===== config.mk =====
export PLATFORM = sky130hd
export DESIGN_NAME = tmcnt_top
export DESIGN_NICKNAME = d
export VERILOG_FILES = /design/src/tmcnt_pkg.sv /design/src/tmcnt_sync.sv /design/src/tmcnt_top.sv
export SDC_FILE = /design/constraint.sdc
export NUM_CORES = 1
export LEC_CHECK = 0
export BUFFER_PORTS_ARGS = -buffer_cell sky130_fd_sc_hd__buf_2
export CORE_UTILIZATION = 40
export CTS_CLUSTER_DIAMETER = 40
export DETAILED_ROUTE_END_ITERATION = 7
export HOLD_SLACK_MARGIN = 0.1
export PLACE_DENSITY = 0.79
export SYNTH_ARGS = -nofsm -noshare
export SYNTH_HDL_FRONTEND = slang
export SYNTH_SLANG_ARGS = --single-unit

===== constraint.sdc =====
create_clock -name CLK -period 2.7 [get_ports CLK]
set_input_delay 0.54 -clock CLK [delete_from_list [all_inputs] [get_ports CLK]]
set_output_delay 0.54 -clock CLK [all_outputs]
set_load 0.01 [all_outputs]

===== src/tmcnt_pkg.sv =====
// Purpose: Constants and types for the 8-bit timer/counter block
// Assumes: AHB-Lite register bus, 32-bit data, word-aligned registers
// Notes: Offsets are byte addresses
package tmcnt_pkg;
	localparam logic [7:0] OFF_COUNT = 8'h00;
	localparam logic [7:0] OFF_OPTION = 8'h04;
	localparam logic [7:0] OFF_CAPCTL = 8'h08;
	localparam logic [7:0] OFF_INT_STATUS = 8'h0c;
	localparam logic [7:0] OFF_INT_CLEAR = 8'h10;
	localparam logic [7:0] OFF_INT_ENABLE = 8'h14;
	// Field positions in the option, CAPCTL and interrupt registers
	localparam int POS_CLK_SRC = 5;
	localparam int POS_EDGE_SEL = 4;
	localparam int POS_PSA = 3;
	localparam int POS_RATE = 0;
	localparam int POS_ALT_SRC = 0;
	localparam int POS_OVF = 0;
	// Values after reset
	localparam logic [5:0] RST_OPTION = 6'h3f;
	localparam logic [7:0] RST_COUNT = 8'h00;
	localparam logic [7:0] RST_PRESC = 8'h00;
	// Instruction cycles of count suppression after a count write
	localparam logic [1:0] INHIBIT_CYCLES = 2'h2;
	// Clock period and instruction cycle length (four phases)
	localparam int CLK_PERIOD_PS = 8000;
	localparam int INSTR_PERIOD_PS = 32000;
	localparam int CLKS_PER_INSTR = INSTR_PERIOD_PS / CLK_PERIOD_PS;

	typedef struct packed {
		logic clk_src;
		logic edge_sel;
		logic prescaler_assignment;
		logic [2:0] rate;
	} tmcnt_cfg_t;

	typedef enum logic [1:0] {
		PH_Q1 = 2'b00,
		PH_Q2 = 2'b01,
		PH_Q3 = 2'b11,
		PH_Q4 = 2'b10
	} tmcnt_phase_t;

	typedef struct packed {
		logic wr;
		logic rd;
		logic [7:0] addr;
	} tmcnt_bus_t;
endpackage


===== src/tmcnt_sync.sv =====
// Purpose: Three-stage pin synchroniser with agreement filter
// Assumes: Input is asynchronous to CLK
// Notes: Output moves only when stages two and three agree
`timescale 1ns/1ps
module tmcnt_sync (
	input wire logic clk,
	input wire logic reset_n,
	input wire logic din,
	output logic dout
);
	logic s1_r;
	logic s2_r;
	logic s3_r;

	always_ff @(posedge clk) begin
		if (!reset_n) begin
			s1_r <= 1'b0;
			s2_r <= 1'b0;
			s3_r <= 1'b0;
		end else begin
			s1_r <= din;
			s2_r <= s1_r;
			s3_r <= s2_r;
		end
	end

	// Filter rejects a single-sample glitch on the late stages
	always_ff @(posedge clk) begin
		if (!reset_n) begin
			dout <= 1'b0;
		end else if (s2_r == s3_r) begin
			dout <= s3_r;
		end
	end
endmodule


===== src/tmcnt_top.sv =====
// Purpose: 8-bit timer/counter with prescaler shared with a watchdog
// Assumes: CLK at 125 MHz, four clocks form one instruction cycle
// Notes: Registers on AHB-Lite; reads take one wait state
`timescale 1ns/1ps

// Overview of operation
// - 8-bit count, timer mode ticks per instruction
// - Count write blocks counting two instruction cycles
// - Counter mode counts chosen edge of source
// - Source select one, alternate zero: count pin
// - Both selects one: count capacitive oscillator
// - Edge select applies to both sources
// - One prescaler, timer or watchdog, never both
// - Timer prescale ratios 1:2 to 1:256
// - Undivided timer only with prescaler on watchdog
// - Prescaler hidden; count write clears it when it is on the timer
// - Watchdog clear also clears assigned prescaler
// - Wrap ff to 00 sets overflow flag
// - Overflow flag cleared only by software
// - Interrupt when flag and enable both set
// - No counting, no overflow during sleep
// - Edge select one falling, zero rising
// - Rate codes double timer and watchdog ratios
// - Increments land on second and fourth phases
module tmcnt_top (
	input wire logic CLK,
	input wire logic RESET_N,
	input wire logic HSEL,
	input wire logic [31:0] HADDR,
	input wire logic [1:0] HTRANS,
	input wire logic HWRITE,
	input wire logic [2:0] HSIZE,
	input wire logic [31:0] HWDATA,
	input wire logic HREADY,
	output logic [31:0] HRDATA,
	output logic HREADYOUT,
	output logic HRESP,
	input wire logic COUNT_PIN,
	input wire logic CAP_OSC,
	input wire logic SLEEP,
	input wire logic WDT_CLEAR,
	input wire logic WDT_TICK,
	output logic WDT_SCALED,
	output logic IRQ
);
	import tmcnt_pkg::*;

	tmcnt_cfg_t cfg_r;
	tmcnt_phase_t phase_r;
	tmcnt_bus_t dph_r;
	logic [7:0] count_r;
	logic [7:0] presc_r;
	logic alt_src_r;
	logic ovf_r;
	logic ien_r;
	logic [1:0] inh_r;
	logic pend_r;
	logic pin_s;
	logic osc_s;
	logic src_lvl_r;
	logic [31:0] rdata_r;
	logic hready_r;
	logic irq_r;
	logic wdt_out_r;
	logic src_lvl;
	logic edge_ev;
	logic instr_tick;
	logic src_pulse;
	logic presc_hit;
	logic raw_pulse;
	logic inc;
	logic cnt_wr;
	logic opt_wr;
	logic clr_wr;
	logic ap;

	// Low-bit mask for a division of two to the given power
	function automatic logic [7:0] div_mask(input logic [2:0] rate,
		input logic extra);
		logic [8:0] m;
		m = (9'h001 << ({1'b0, rate} + {3'h0, extra})) - 9'h001;
		return m[7:0];
	endfunction

	function automatic logic is_wr(input tmcnt_bus_t b,
		input logic [7:0] off);
		return b.wr && (b.addr == off);
	endfunction

	tmcnt_sync u_pin_sync (
		.clk(CLK),
		.reset_n(RESET_N),
		.din(COUNT_PIN),
		.dout(pin_s)
	);

	tmcnt_sync u_osc_sync (
		.clk(CLK),
		.reset_n(RESET_N),
		.din(CAP_OSC),
		.dout(osc_s)
	);

	// Bus decode
	assign ap = HSEL && HTRANS[1] && HREADY;
	assign cnt_wr = is_wr(dph_r, OFF_COUNT);
	assign opt_wr = is_wr(dph_r, OFF_OPTION);
	assign clr_wr = is_wr(dph_r, OFF_INT_CLEAR) && HWDATA[POS_OVF];

	always_ff @(posedge CLK) begin
		if (!RESET_N) begin
			dph_r <= '0;
		end else begin
			dph_r.wr <= ap && HWRITE;
			dph_r.rd <= ap && !HWRITE;
			dph_r.addr <= ap ? HADDR[7:0] : dph_r.addr;
		end
	end

	// Reads wait one cycle so HRDATA can come from a flop and see
	// a write that completes in the same cycle as the read request
	always_ff @(posedge CLK) begin
		if (!RESET_N) begin
			hready_r <= 1'b1;
			rdata_r <= '0;
		end else if (ap && !HWRITE) begin
			hready_r <= 1'b0;
		end else if (dph_r.rd) begin
			hready_r <= 1'b1;
			case (dph_r.addr)
				OFF_COUNT: rdata_r <= {24'h0, count_r};
				OFF_OPTION: rdata_r <= {26'h0, cfg_r};
				OFF_CAPCTL: rdata_r <= {31'h0, alt_src_r};
				OFF_INT_STATUS: rdata_r <= {31'h0, ovf_r};
				OFF_INT_ENABLE: rdata_r <= {31'h0, ien_r};
				default: rdata_r <= '0;
			endcase
		end
	end

	always_ff @(posedge CLK) begin
		if (!RESET_N) begin
			cfg_r <= RST_OPTION;
			alt_src_r <= 1'b0;
			ien_r <= 1'b0;
		end else begin
			if (opt_wr) begin
				cfg_r <= HWDATA[5:0];
			end
			if (is_wr(dph_r, OFF_CAPCTL)) begin
				alt_src_r <= HWDATA[POS_ALT_SRC];
			end
			if (is_wr(dph_r, OFF_INT_ENABLE)) begin
				ien_r <= HWDATA[POS_OVF];
			end
		end
	end

	// Instruction cycle phases
	always_ff @(posedge CLK) begin
		if (!RESET_N) begin
			phase_r <= PH_Q1;
		end else begin
			case (phase_r)
				PH_Q1: phase_r <= PH_Q2;
				PH_Q2: phase_r <= PH_Q3;
				PH_Q3: phase_r <= PH_Q4;
				PH_Q4: phase_r <= PH_Q1;
				default: phase_r <= PH_Q1;
			endcase
		end
	end
	assign instr_tick = (phase_r == PH_Q4);

	// Counter input source and edge
	assign src_lvl = alt_src_r ? osc_s : pin_s;

	always_ff @(posedge CLK) begin
		if (!RESET_N) begin
			src_lvl_r <= 1'b0;
		end else begin
			src_lvl_r <= src_lvl;
		end
	end

	// Same polarity for either source
	assign edge_ev = cfg_r.edge_sel ? (src_lvl_r && !src_lvl)
		: (!src_lvl_r && src_lvl);

	// Sleep freezes the timer path only; the watchdog keeps its tick
	assign src_pulse = !SLEEP && (cfg_r.clk_src ? edge_ev
		: instr_tick);

	// Prescaler is owned by exactly one side at any time
	assign presc_hit = cfg_r.prescaler_assignment
		? (WDT_TICK && ((presc_r & div_mask(cfg_r.rate, 1'b0))
		== div_mask(cfg_r.rate, 1'b0)))
		: (src_pulse && ((presc_r & div_mask(cfg_r.rate, 1'b1))
		== div_mask(cfg_r.rate, 1'b1)));

	always_ff @(posedge CLK) begin
		if (!RESET_N) begin
			presc_r <= RST_PRESC;
		end else if (cnt_wr && !cfg_r.prescaler_assignment) begin
			presc_r <= RST_PRESC;
		end else if (WDT_CLEAR && cfg_r.prescaler_assignment) begin
			presc_r <= RST_PRESC;
		end else if (cfg_r.prescaler_assignment ? WDT_TICK : src_pulse) begin
			presc_r <= presc_r + 8'h01;
		end
	end

	always_ff @(posedge CLK) begin
		if (!RESET_N) begin
			wdt_out_r <= 1'b0;
		end else begin
			wdt_out_r <= cfg_r.prescaler_assignment && presc_hit && !WDT_CLEAR;
		end
	end

	// Undivided source when the prescaler sits on the watchdog
	assign raw_pulse = cfg_r.prescaler_assignment ? src_pulse
		: presc_hit;

	// Pending increment waits for the next sampling phase
	always_ff @(posedge CLK) begin
		if (!RESET_N) begin
			pend_r <= 1'b0;
		end else if (cnt_wr || inh_r != 2'h0 || SLEEP) begin
			pend_r <= 1'b0;
		end else if (raw_pulse) begin
			pend_r <= 1'b1;
		end else if (inc) begin
			pend_r <= 1'b0;
		end
	end

	assign inc = pend_r && !SLEEP && inh_r == 2'h0 && !cnt_wr
		&& (phase_r == PH_Q2 || phase_r == PH_Q4);

	// Inhibit counts instruction ticks (PH_Q4) after the write
	always_ff @(posedge CLK) begin
		if (!RESET_N) begin
			inh_r <= 2'h0;
		end else if (cnt_wr) begin
			inh_r <= INHIBIT_CYCLES;
		end else if (instr_tick && inh_r != 2'h0) begin
			inh_r <= inh_r - 2'h1;
		end
	end

	always_ff @(posedge CLK) begin
		if (!RESET_N) begin
			count_r <= RST_COUNT;
		end else if (cnt_wr) begin
			count_r <= HWDATA[7:0];
		end else if (inc) begin
			count_r <= count_r + 8'h01;
		end
	end

	// Set wins over a clear in the same cycle
	always_ff @(posedge CLK) begin
		if (!RESET_N) begin
			ovf_r <= 1'b0;
		end else if (inc && count_r == 8'hff) begin
			ovf_r <= 1'b1;
		end else if (clr_wr) begin
			ovf_r <= 1'b0;
		end
	end

	always_ff @(posedge CLK) begin
		if (!RESET_N) begin
			irq_r <= 1'b0;
		end else begin
			irq_r <= ovf_r && ien_r;
		end
	end

	assign HRDATA = rdata_r;
	assign HREADYOUT = hready_r;
	assign HRESP = 1'b0;
	assign WDT_SCALED = wdt_out_r;
	assign IRQ = irq_r;

	AST_INHIBIT: assert property (@(posedge CLK) disable iff (!RESET_N)
		cnt_wr |=> !inc [*6])
		else $error("count advanced inside write inhibit");
	AST_OVF_SET: assert property (@(posedge CLK) disable iff (!RESET_N)
		inc && count_r == 8'hff |=> ovf_r && count_r == 8'h00)
		else $error("wrap did not set overflow flag");
	AST_OVF_HOLD: assert property (@(posedge CLK) disable iff (!RESET_N)
		ovf_r && !clr_wr |=> ovf_r)
		else $error("overflow flag dropped without clear");
	AST_IRQ: assert property (@(posedge CLK) disable iff (!RESET_N)
		IRQ == ($past(ovf_r) && $past(ien_r)))
		else $error("interrupt output mismatch");
	AST_SLEEP: assert property (@(posedge CLK) disable iff (!RESET_N)
		SLEEP |=> $stable(count_r) || $past(cnt_wr))
		else $error("count moved during sleep");
	AST_PRESC_WR: assert property (@(posedge CLK) disable iff (!RESET_N)
		cnt_wr && !cfg_r.prescaler_assignment |=> presc_r == 8'h00)
		else $error("count write left prescaler");
	AST_PRESC_WDT: assert property (@(posedge CLK) disable iff (!RESET_N)
		WDT_CLEAR && cfg_r.prescaler_assignment |=> presc_r == 8'h00)
		else $error("watchdog clear left prescaler");
	AST_PHASE: assert property (@(posedge CLK) disable iff (!RESET_N)
		inc |-> phase_r == PH_Q2 || phase_r == PH_Q4)
		else $error("increment outside sampling phase");
	AST_STEP: assert property (@(posedge CLK) disable iff (!RESET_N)
		inc |=> count_r == $past(count_r) + 8'h01)
		else $error("count did not step by one");
	AST_TIMER_1TO1: assert property (@(posedge CLK) disable iff (!RESET_N)
		cfg_r.prescaler_assignment && !cfg_r.clk_src && !SLEEP && instr_tick && inh_r == 2'h0
		&& !cnt_wr && !$past(opt_wr)
		|=> ##1 inc || cnt_wr || SLEEP || opt_wr || $past(cnt_wr)
		|| $past(SLEEP))
		else $error("undivided timer missed a cycle");

	COV_OVF: cover property (@(posedge CLK) disable iff (!RESET_N)
		inc && count_r == 8'hff);
	COV_PIN: cover property (@(posedge CLK) disable iff (!RESET_N)
		cfg_r.clk_src && !alt_src_r && inc);
	COV_OSC: cover property (@(posedge CLK) disable iff (!RESET_N)
		cfg_r.clk_src && alt_src_r && inc);
	COV_IRQ: cover property (@(posedge CLK) disable iff (!RESET_N)
		$rose(IRQ));
endmodule


Word level (Yosys, flattened, before mapping)
Cells that the tools add are included.

cells by class
  reductions and logical operators = 49
  order comparisons = 0
  shift operators = 2
  mux-type cells = 18
  div/mod/pow operators = 0
  multiply operators = 0
  bitwise logic cells = 4
  equality and inequality tests = 13
  add/sub/neg operators = 6

operators with widths
  operator                                           count
  case mux 8 bit (5 select lines)                    1
  logical AND 1 bit                                  26
  adder 8 x 1 -> 8 bit (second input constant)       2
  AND 8 bit                                          2
  == test 8 x 4 -> 1 bit (second input constant)     2
  == test 8 x 5 -> 1 bit (second input constant)     2
  == test 8 bit                                      2
  2-to-1 mux 8 bit                                   2
  subtractor 8 x 1 -> 8 bit (second input constant)  2
  2-to-1 mux 1 bit                                   12
  nonzero test 2 bit                                 6
  == test 8 x 3 -> 1 bit (second input constant)     1
  == test 8 bit (second input constant)              1
  zero test 8 bit                                    1
  case mux 2 bit (4 select lines)                    1
  left shift 1 x 3 -> 8 bit (first input constant)   1
  left shift 1 x 4 -> 8 bit (first input constant)   1
  zero test 1 bit                                    7
  adder 3 x 1 -> 4 bit (second input constant)       1
  == test 2 bit (second input constant)              2
  zero test 2 bit                                    2
  2-to-1 mux 2 bit                                   2
  OR reduction 2 bit                                 2
  logical OR 1 bit                                   3
  6 further kinds                                    8

word-level totals
  memory bits (read-only) = 0
  register bits after elaboration = 84
  memories = 0
  latch bits = 0
  word-level logic and storage cells = 121
  memory bits (writable) = 0

Logic depth before layout (Yosys ltp)
Gate-level depths: netlist of run 1.

  depth after elaboration = 10
  depth in mapped cells = 12
  gate-level depth less buffers = 10

Cells and area by module
From an unflattened synthesis of run 1, not the netlist that was laid out.

unflattened totals
  cell total of the unflattened synthesis = 388
  area total of the unflattened synthesis = 3255.6 um2

by module, submodules not included
  module      seq. area each (um2)  cells an instance  instances  area an instance (um2)
  tmcnt_top   1041.0                368                1          3022.9
  tmcnt_sync  80.1                  10                 2          116.4

Worst setup path after synthesis of run 1
No wires, ideal clock.

  kind = reg2reg
  from = reg cfg_r[1] (netlist name)
  to = reg pend_r
  arrival = 2487 ps
  stages on the path, launching flop included = 13
  buffers on the path = 2
  required time = 2600 ps
  library setup time = 100 ps
  slack = 114 ps
  period minus slack after synthesis = 2586 ps
  cell sequence = dfxtp_1 buf_6 nand2_2 inv_2 ha_1 clkbuf_8 nand3_2 ha_1 and2_1 o21ai_0 a21oi_1 or4_4 a2111oi_4

on the way
  cells in the longest elaborated chain, start to end = 9
  elaborated cells on any way between the ends = 15
  those cells by class = 3 x add/sub; 2 x eq/ne; 2 x shift; 3 x mux; 2 x bitwise; 3 x reduce/logical

RTL lines
  element                                                        RTL line          text
  from (decl)                                                    tmcnt_top.sv:48   tmcnt_cfg_t cfg_r;
  from (signal assigned)                                         tmcnt_top.sv:148  cfg_r <= HWDATA[5:0];
  adder 3 x 1 -> 4 bit                                           tmcnt_top.sv:81   m = (9'h001 << ({1'b0, rate} + {3'h0, extra})) - 9'h001;
  left shift 1 x 4 -> 8 bit                                      tmcnt_top.sv:81
  subtractor 8 x 1 -> 8 bit                                      tmcnt_top.sv:81
  AND 8 bit                                                      tmcnt_top.sv:198  : (src_pulse && ((presc_r & div_mask(cfg_r.rate, 1'b1))
  == test 8 bit                                                  tmcnt_top.sv:199  == div_mask(cfg_r.rate, 1'b1)));
  logical AND 1 bit                                              tmcnt_top.sv:198
  2-to-1 mux 1 bit (*)                                           tmcnt_top.sv:196  ? (WDT_TICK && ((presc_r & div_mask(cfg_r.rate, 1'b0))
  2-to-1 mux 1 bit (*)                                           tmcnt_top.sv:222  assign raw_pulse = cfg_r.prescaler_assignment ? src_pulse
  2-to-1 mux 1 bit / nonzero test 2 bit (equally long branches)  -
  to (signal assigned)                                           tmcnt_top.sv:230  pend_r <= 1'b0;
  to (signal assigned)                                           tmcnt_top.sv:232  pend_r <= 1'b1;
  to (signal assigned)                                           tmcnt_top.sv:234  pend_r <= 1'b0;
  to (decl)                                                      tmcnt_top.sv:57   logic pend_r;

Every way passes the cells marked *; elsewhere a longest branch is shown, timed or not.
A chain may end at the register's enable or synchronous reset.

Worst setup path in the final report of run 1
Same ends and word-level chain as after synthesis.

==> results of run 1 <==
power by group through the flow:
| stage | Clock, mW | Sequential (mW) | Combinational, mW |
|---|---|---|---|
| 2_1_floorplan | 0 | 0.933 | 0.121 |
| 4_1_cts | 0.908 | 0.917 | 0.133 |
| 3_5_place_dp | 0 | 0.937 | 0.132 |
| 3_3_place_gp | 0 | 0.936 | 0.128 |
| 6_report | 0.888 | 0.917 | 0.133 |
| 5_1_grt | 0.948 | 0.920 | 0.151 |
cells by family after synthesis:
| logic type | after synthesis |
|---|---|
| and+or+nand+nor | 141 |
| other | 1 |
| DFF | 60 |
| xor gates and xnor gates | 13 |
| muxes | 12 |
| AOI/OAI and AO/OA | 87 |
| buffers and inverters | 55 |
| adders and majority gates | 11 |
registers in the layout, summed over array words and instances, names as in the netlist, 2 cells and up:
register / cells
presc_r: 8
HRDATA: 8
phase_r: 2
dph_r: 10
count_r: 8
inh_r: 2
cfg_r: 6
through the flow:
step | std cells | hold slack (ps)
floorplan | 404 | 411.9
global placement | 511 | 414.5
detailed placement | 511 | 422.8
CTS | 527 | 392.9
global route | 527 | 408.6
finish | 527 | 403.2
repair_timing:
item / in CTS / in global routing
resized for setup: 0 / 3
buffers inserted: 0 / 0
setup endpoints to repair: 0 / 1
hold buffers: 0 / 0
cells in the mapped netlist, types with 5 or more instances:
master / n / area share
nor2_1: 9 / 0.010
o21ai_0: 17 / 0.026
a21boi_0: 11 / 0.025
mux2i_1: 10 / 0.030
a22oi_1: 8 / 0.018
xnor2_1: 5 / 0.013
o211a_1: 8 / 0.024
nor3_1: 5 / 0.0075
buf_4: 26 / 0.059
inv_1: 11 / 0.012
and2_1: 12 / 0.023
xor2_1: 8 / 0.021
or3_1: 5 / 0.0094
nand2_1: 54 / 0.061
clkbuf_1: 8 / 0.0090
ha_1: 11 / 0.041
nor2b_1: 7 / 0.013
dfxtp_1: 60 / 0.36
buf_6: 5 / 0.017
and3_1: 7 / 0.013
a21boi_1: 5 / 0.011
a21oi_1: 13 / 0.020
nand3_1: 12 / 0.018
o211ai_1: 7 / 0.016
per-layer routing:
metal  global-route usage  vias to the layer above  share of wire
met5                    0                        -              0
met4              0.08590                        0          0.019
met3              0.02764                       11          0.032
met2               0.2782                       62           0.48
met1               0.2160                     1256           0.47
li1                     -                     1371              -
final timing paths:
kind,start,to,slack (ps),depth (start not counted)
setup reg to reg,cfg_r[1],pend_r,260,10
setup / recovery,cfg_r[1],pend_r,260,10
hold / removal,HWRITE,dph_r[8],400,2
hold reg to reg,u_pin_sync.s1_r,u_pin_sync.s2_r,430,1
area by class of cell:
type	instances	area share
clock buffers	12	0.03887
clock inverters	4	0.01944
inverters	12	0.01206
multi-input cells	289	0.5020
flip-flops and latches	60	0.3217
well taps	102	0.03418
repair buffers	48	0.07172
critical path: cells and delay by family, from the launching register on:
family | cells | cell delay, ps
adders and majority gates | 2 | 540
DFF | 1 | 320
buffers and inverters | 1 | 70
and+or+nand+nor | 4 | 870
AOI/OAI and AO/OA | 3 | 550
==> flow_metrics.py, run 1 <==
metrics = {
    "yosys": {
        "avgSynthCellArea_um2": 8.749,
        "synthAdderAreaFrac": 0.04140,
        "synth_cells": 380,
        "synth_cell_types": 60,
        "synth-simple-area-share": 0.2311,
        "synth-async-reset-ratio": 0,
        "synth_edf_count": 0,
        "muxShareOfSynthArea": 0.03688,
        "synth-seq-area-share": 0.3613,
        "synth-seq-cells": 60,
        "synth_compound_area_frac": 0.1874,
        "synthFlopType": "dfxtp_1",
        "netlist_area_um2": 3324,
        "synth_xor_xnor_area_share": 0.03425,
        "yosysWarnings": 0,
        "synth_top_family_by_area": "simple AND/OR/NAND/NOR gates",
    },
    "global_route": {
        "grt_overflow": 0,
        "grt_max_degree": 29,
        "grt_pass1_wl_um": 11640,
        "grt_usage": 0.1702,
        "grt_pass1_vias": 2519,
        "antenna_found_initial": 0,
    },
    "power": {
        "combPwrFrac": 0.068,
        "power_mw": 1.938,
        "powerDensity_nw_per_um2": 519.0,
        "p_sw_mw": 0.4366,
        "swShare": 0.2253,
        "leakagePower_nw": 1.584,
        "seqPwrFrac": 0.473,
        "clkPwrFrac": 0.458,
        "peakVddDrop_uv": 257.5,
        "p_int_mw": 1.501,
    },
    "placement": {
        "post_dp_cell_area_um2": 3501,
        "gp_congestion": 0.8088,
        "pre_cts_slack_ps": 105.9,
        "io_buffers": 37,
        "hpwl_um": 4907,
    },
    "cells_and_area": {
        "nFillCells": 745,
        "utilization": 0.4734,
        "design_area_um2": 3734,
        "diodes": 0,
        "seqCellArea_um2": 1201,
        "layout-drive-gt1-share": 0.1835,
        "final_cell_mix": "dfxtp_1 (60), nand2_1 (54), buf_2 (37)",
        "syn2layout_area_growth_pct": 12.31,
        "nNetsFinal": 510,
        "multi_input_area_um2": 1874,
        "final_common_cell": "dfxtp_1",
    },
    "worst_setup_path": {
        "max_stage_delay_ps": 550,
        "cp-end-kind": "register",
        "crit_chain": "nand2_2 -> inv_2 -> ha_4 -> nand3_2 -> ha_2 -> and2_1 -> o21ai_0 -> a21oi_1 -> or4_4 -> a2111oi_4",
        "cp_data_required_time_ps": 2940,
        "worstPathArrival_ps": 2680,
        "critPathSlowestCell": "or4_4",
        "worstSetupPathType": "register to register",
        "start_kind": "register",
        "cp_max_fo": 7,
    },
    "sta": {
        "tns_ps": 0,
        "setup_viol": 0,
        "hold_violations": 0,
        "relSlewSlack": 0.5334,
        "tightest_slew_ps": 694.2,
        "finalMaxSlewViolations": 0,
        "max_freq_mhz": 410.5,
        "clock_skew_ps": 9.987,
        "setup_ws_ps": 264.2,
        "fin_crit_sh": 0.9022,
        "rsz0062_at_grt": "false",
        "period_minus_slack_ps": 2436,
    },
    "routing": {
        "drtIter0Drc": 171,
        "ant_nets": 0,
        "wirelength_um": 6780,
        "wl_per_cell_um": 12.87,
        "num_vias": 2700,
        "drc_errors": 0,
        "vias_per_cell": 5.123,
        "drt-pass1-iter-count": 4,
    },
    "clock_tree": {
        "cts_tree": "done",
        "clkTransAtPathRegs_ps": 60,
        "cts_buffer_depth": 2,
        "h-tree-depth": 3,
        "root_buffer": "clkbuf_8",
        "clkLatencyLatePin_ps": 340,
        "numCtsBuffers": 9,
        "clock_sinks": 60,
    },
    "floorplan": {
        "core_area_um2": 7888,
        "die_x_um": 93.17,
        "die_h_um": 93.17,
        "start_util": 0.4215,
        "die_area_um2": 8680,
        "io_pins": 115,
        "rows": 32,
    },
    "worst_hold_path": {
        "hp-class": "input port to register",
    },
    "run": {
        "cap_violations": 0,
    },
    "run_status": {
        "status": "completed",
    },
}
Power figures use the tool's default switching activity.
==> run 2, diff against run 1 <==
- CAP_MARGIN: unset -> 20
- PLACE_DENSITY: 0.79 -> unset
- PLACE_DENSITY_LB_ADDON: unset -> 0.05
- SKIP_LAST_GASP: unset -> 1
==> flow_metrics.py, run 2 (synthesis results as in run 1) <==
metrics = {
    "run_status": {
        "status": "completed",
    },
    "cells_and_area": {
        "final_cell_mix": "dfxtp_1 (60), nand2_1 (54), buf_2 (37)",
        "design_area_um2": 3746,
        "final_common_cell": "dfxtp_1",
        "syn2layout_area_growth_pct": 12.68,
        "layout-drive-gt1-share": 0.1816,
        "utilization": 0.4749,
        "nFillCells": 815,
        "top_register": "dph_r",
        "nNetsFinal": 509,
        "largest_register_ffs": 10,
        "diodes": 0,
    },
    "worst_setup_path": {
        "cp_max_fo": 6,
        "cp_data_required_time_ps": 2950,
        "critPathSlowestCell": "or4_4",
        "crit_family": "simple AND/OR/NAND/NOR gates",
        "worstPathArrival_ps": 2760,
        "crit_chain": "nand2_2 -> inv_2 -> ha_1 -> nand3_2 -> ha_2 -> and2_1 -> o21ai_1 -> a21oi_1 -> or4_4 -> a2111oi_4",
        "crit_buf_inv": 1,
        "worstSetupPathType": "register to register",
        "max_stage_delay_ps": 560,
        "start_kind": "register",
        "cp-end-kind": "register",
    },
    "sta": {
        "finalMaxSlewViolations": 0,
        "max_freq_mhz": 397.9,
        "relSlewSlack": 0.5621,
        "clock_skew_ps": 5.484,
        "hold_violations": 0,
        "setup_viol": 0,
        "rsz0062_at_grt": "false",
        "fin_crit_sh": 0.9308,
        "tns_ps": 0,
        "tightest_slew_ps": 653.9,
        "period_minus_slack_ps": 2513,
    },
    "clock_tree": {
        "post_cts_buffers": 0,
        "clkLatencyLatePin_ps": 350,
        "clkTransAtPathRegs_ps": 70,
        "cts_tree": "done",
        "numCtsBuffers": 9,
        "h-tree-depth": 3,
        "cts-hold-fix-buffers": 0,
        "clock_sinks": 60,
        "cts_buffer_depth": 2,
        "root_buffer": "clkbuf_8",
    },
    "routing": {
        "drtIter0Drc": 101,
        "wl_per_cell_um": 13.44,
        "drc_errors": 0,
        "vias_per_cell": 5.122,
        "num_vias": 2694,
        "drt-pass1-iter-count": 4,
        "wirelength_um": 7069,
        "ant_nets": 0,
    },
    "floorplan": {
        "start_util": 0.4215,
        "rows": 32,
        "die_x_um": 93.17,
        "die_area_um2": 8680,
        "io_pins": 115,
        "core_area_um2": 7888,
        "die_h_um": 93.17,
    },
    "power": {
        "p_int_mw": 1.619,
        "leakagePower_nw": 1.598,
        "clkPwrFrac": 0.494,
        "combPwrFrac": 0.063,
        "p_sw_mw": 0.4544,
        "powerDensity_nw_per_um2": 553.5,
        "seqPwrFrac": 0.442,
        "swShare": 0.2192,
        "peakVddDrop_uv": 313.5,
    },
    "global_route": {
        "grt_overflow": 0,
        "grt_pass1_vias": 2483,
        "grt_max_degree": 28,
        "grt_usage": 0.1800,
        "antenna_found_initial": 0,
        "grt_pass1_wl_um": 12000,
    },
    "placement": {
        "io_buffers": 37,
        "hpwl_um": 5045,
        "post_dp_cell_area_um2": 3493,
        "gp_congestion": 0.7458,
    },
    "worst_hold_path": {
        "hp-class": "input port to register",
    },
    "run": {
        "cap_violations": 0,
    },
}
-- run 2: changes by cell type in the layout (fill, tap and decap cells not counted), sizes merged --
cell / before / now
clkinvlp: 1 / 0
buf: 48 / 47
bufinv: 2 / 3
-- run 2: what timing repair did --
action,in CTS,in global routing
resized for setup,0,2
setup endpoints to repair,0,1
endpoints found under the hold margin,0,0
-- run 2: power groups by stage --
stage / logic [mW] / registers [mW] / clock network (mW)
5_1_grt: 0.150 / 0.919 / 1.08
3_5_place_dp: 0.132 / 0.937 / 0
3_3_place_gp: 0.131 / 0.936 / 0
4_1_cts: 0.133 / 0.917 / 1.05
6_report: 0.131 / 0.917 / 1.02
2_1_floorplan: 0.121 / 0.933 / 0
-- run 2: final timing paths --
path / startpoint / end / slack [ps] / cells after the start
setup / recovery: cfg_r[1] / pend_r / 190 / 10
hold / removal: CAP_OSC / u_osc_sync.s1_r / 390 / 2
setup reg to reg: cfg_r[1] / pend_r / 190 / 10
hold reg to reg: u_osc_sync.s1_r / u_osc_sync.s2_r / 440 / 1
-- run 2: area by class of cell --
type	instances	area, um2	area share
clock buffer	12	155.1	0.04142
tap	102	127.6	0.03407
multi-input combinational	289	1862	0.4970
inverter	12	45.04	0.01202
timing repair buffer	47	260.3	0.06947
clock inverter	4	95.09	0.02538
sequential	60	1201	0.3206
-- run 2: routing by layer --
metal | track usage | up-vias | wire, um
li1 | - | 1368 | -
met4 | 0.09615 | 0 | 148
met5 | 0 | - | 0
met1 | 0.2447 | 1247 | 3697
met3 | 0.03333 | 12 | 270
met2 | 0.2690 | 67 | 2952
-- run 2: through the flow --
step,power (mW),worst slack (ps),hold WS [ps],instances
floorplan,1.054,113.9,411.9,404
finish,2.073,186.9,388.5,526
global route,2.148,57.18,393.0,526
global placement,1.068,130.6,414.8,510
CTS,2.096,70.04,382.2,526
detailed placement,1.069,87.61,421.1,510
==> run 3, diff against run 2 <==
- PLACE_DENSITY: unset -> 0.69
- PLACE_DENSITY_LB_ADDON: 0.05 -> unset
==> flow_metrics.py, run 3 (synthesis results as in run 1) <==
metrics = {
    "cells_and_area": {
        "final_common_cell": "dfxtp_1",
        "instances_no_fill": 524,
        "nNetsFinal": 508,
        "design_area_um2": 3725,
        "syn2layout_area_growth_pct": 12.04,
        "final_cell_mix": "dfxtp_1 (60), nand2_1 (54), buf_2 (37)",
        "diodes": 0,
        "layout-drive-gt1-share": 0.1825,
        "top_register": "dph_r",
        "largest_register_ffs": 10,
        "seqCellArea_um2": 1201,
        "nFillCells": 762,
        "multi_input_area_um2": 1874,
    },
    "clock_tree": {
        "cts_tree": "done",
        "root_buffer": "clkbuf_8",
        "h-tree-depth": 3,
        "cts_buffer_depth": 2,
        "clkLatencyLatePin_ps": 340,
        "clkTransAtPathRegs_ps": 70,
        "numCtsBuffers": 9,
        "clock_sinks": 60,
        "cts-hold-fix-buffers": 0,
    },
    "worst_setup_path": {
        "worstPathArrival_ps": 2780,
        "r2r_slack_ps": 150,
        "r2r-start": "cfg_r[1]",
        "cp_max_fo": 7,
        "crit_chain": "nand2_2 -> inv_2 -> ha_4 -> nand3_2 -> ha_2 -> and2_1 -> o21ai_0 -> a21oi_1 -> or4_4 -> a2111oi_4",
        "max_stage_delay_ps": 570,
        "cp_data_required_time_ps": 2930,
        "cp-end-kind": "register",
        "reg2reg_depth": 10,
        "r2r-end": "pend_r",
        "start_kind": "register",
        "critPathSlowestCell": "or4_4",
        "worstSetupPathType": "register to register",
    },
    "sta": {
        "period_minus_slack_ps": 2552,
        "relSlewSlack": 0.5704,
        "hold_violations": 0,
        "tns_ps": 0,
        "finalMaxSlewViolations": 0,
        "clock_skew_ps": 9.485,
        "whs_ps": 407.3,
        "fin_crit_sh": 0.9454,
        "tightest_slew_ps": 643.0,
        "rsz0062_at_grt": "false",
        "max_freq_mhz": 391.8,
        "setup_viol": 0,
    },
    "power": {
        "power_mw": 1.963,
        "peakVddDrop_uv": 207.5,
        "leakagePower_nw": 1.578,
        "powerDensity_nw_per_um2": 527.0,
    },
    "global_route": {
        "grt_pass1_vias": 2545,
        "grt_pass1_wl_um": 11730,
        "antenna_found_initial": 0,
        "grt_overflow": 0,
        "grt_usage": 0.1732,
        "grt_max_degree": 31,
    },
    "routing": {
        "drtIter0Drc": 97,
        "wl_per_cell_um": 13.33,
        "num_vias": 2695,
        "drt-pass1-iter-count": 4,
        "wirelength_um": 6985,
        "vias_per_cell": 5.143,
        "ant_nets": 0,
        "drc_errors": 0,
    },
    "floorplan": {
        "start_util": 0.4215,
        "die_x_um": 93.17,
        "io_pins": 115,
        "die_h_um": 93.17,
        "die_area_um2": 8680,
        "core_area_um2": 7888,
        "rows": 32,
    },
    "placement": {
        "gp_congestion": 0.8410,
        "hpwl_um": 4959,
        "io_buffers": 37,
        "dp_cells": 509,
        "post_dp_cell_area_um2": 3486,
    },
    "run_status": {
        "status": "completed",
    },
    "worst_hold_path": {
        "min_to": "u_osc_sync.s1_r",
        "worstHoldStart": "CAP_OSC",
        "hold_path_depth": 2,
        "hp-class": "input port to register",
    },
    "run": {
        "cap_violations": 0,
    },
}
==> run 3: per-layer routing <==
metal  share of wire  global-route usage  routed length, um  up-vias
met5               0                   0                  0        -
met4           0.021             0.07949                146        0
met3           0.048             0.04553                337       14
met2            0.46              0.2831               3181       70
met1            0.48              0.2122               3319     1249
li1                -                   -                  -     1362
==> run 3: how the worst max path moves through the flow <==
stage             start     end  slack, ps  depth (start not counted)
2_1_floorplan  cfg_r[1]  pend_r        110                         12
3_3_place_gp   cfg_r[1]  pend_r         90                         10
3_5_place_dp   cfg_r[1]  pend_r          3                         10
4_1_cts        cfg_r[1]  pend_r         10                         10
5_1_grt        cfg_r[1]  pend_r         50                         10
6_report       cfg_r[1]  pend_r        150                         10
==> run 3: final cells by class <==
cell class,count,share of cell area
multi-input cells,289,0.5032
flip-flops and latches,60,0.3225
repair buffers,46,0.06785
clock buffers,11,0.04064
well taps,102,0.03426
clock inverters,4,0.01948
inverters,12,0.01209
==> run 3: power by group <==
group	switching, mW	internal (mW)	total, mW
registers	0.0151	0.902	0.917
logic	0.0781	0.0555	0.134
clock network	0.349	0.563	0.912
total	0.442	1.52	1.96
==> run 3: timing repair <==
item | 4_1_cts | 5_1_grt
gates cloned | 0 | 0
resized for setup | 1 | 2
buffers inserted | 0 | 0
endpoints found under the hold margin | 0 | 0
setup endpoints to repair | 1 | 1
pin swaps | 0 | 0
==> run 3: critical path, delay by kind of cell, from the launching register on <==
family / cells / cell delay [ps]
DFF: 1 / 320
and+or+nand+nor: 4 / 930
AOI/OAI and AO/OA: 3 / 570
adders and majority gates: 2 / 540
buffers and inverters: 1 / 80
==> run 3: stage by stage <==
stage | utilization | setup WS (ps)
after CTS | 0.4707 | 10.42
after floorplan | - | 113.9
after global routing | 0.4722 | 51.23
final | 0.4722 | 147.5
after global placement | 0.4419 | 87.20
after detailed placement | 0.4419 | 3.202
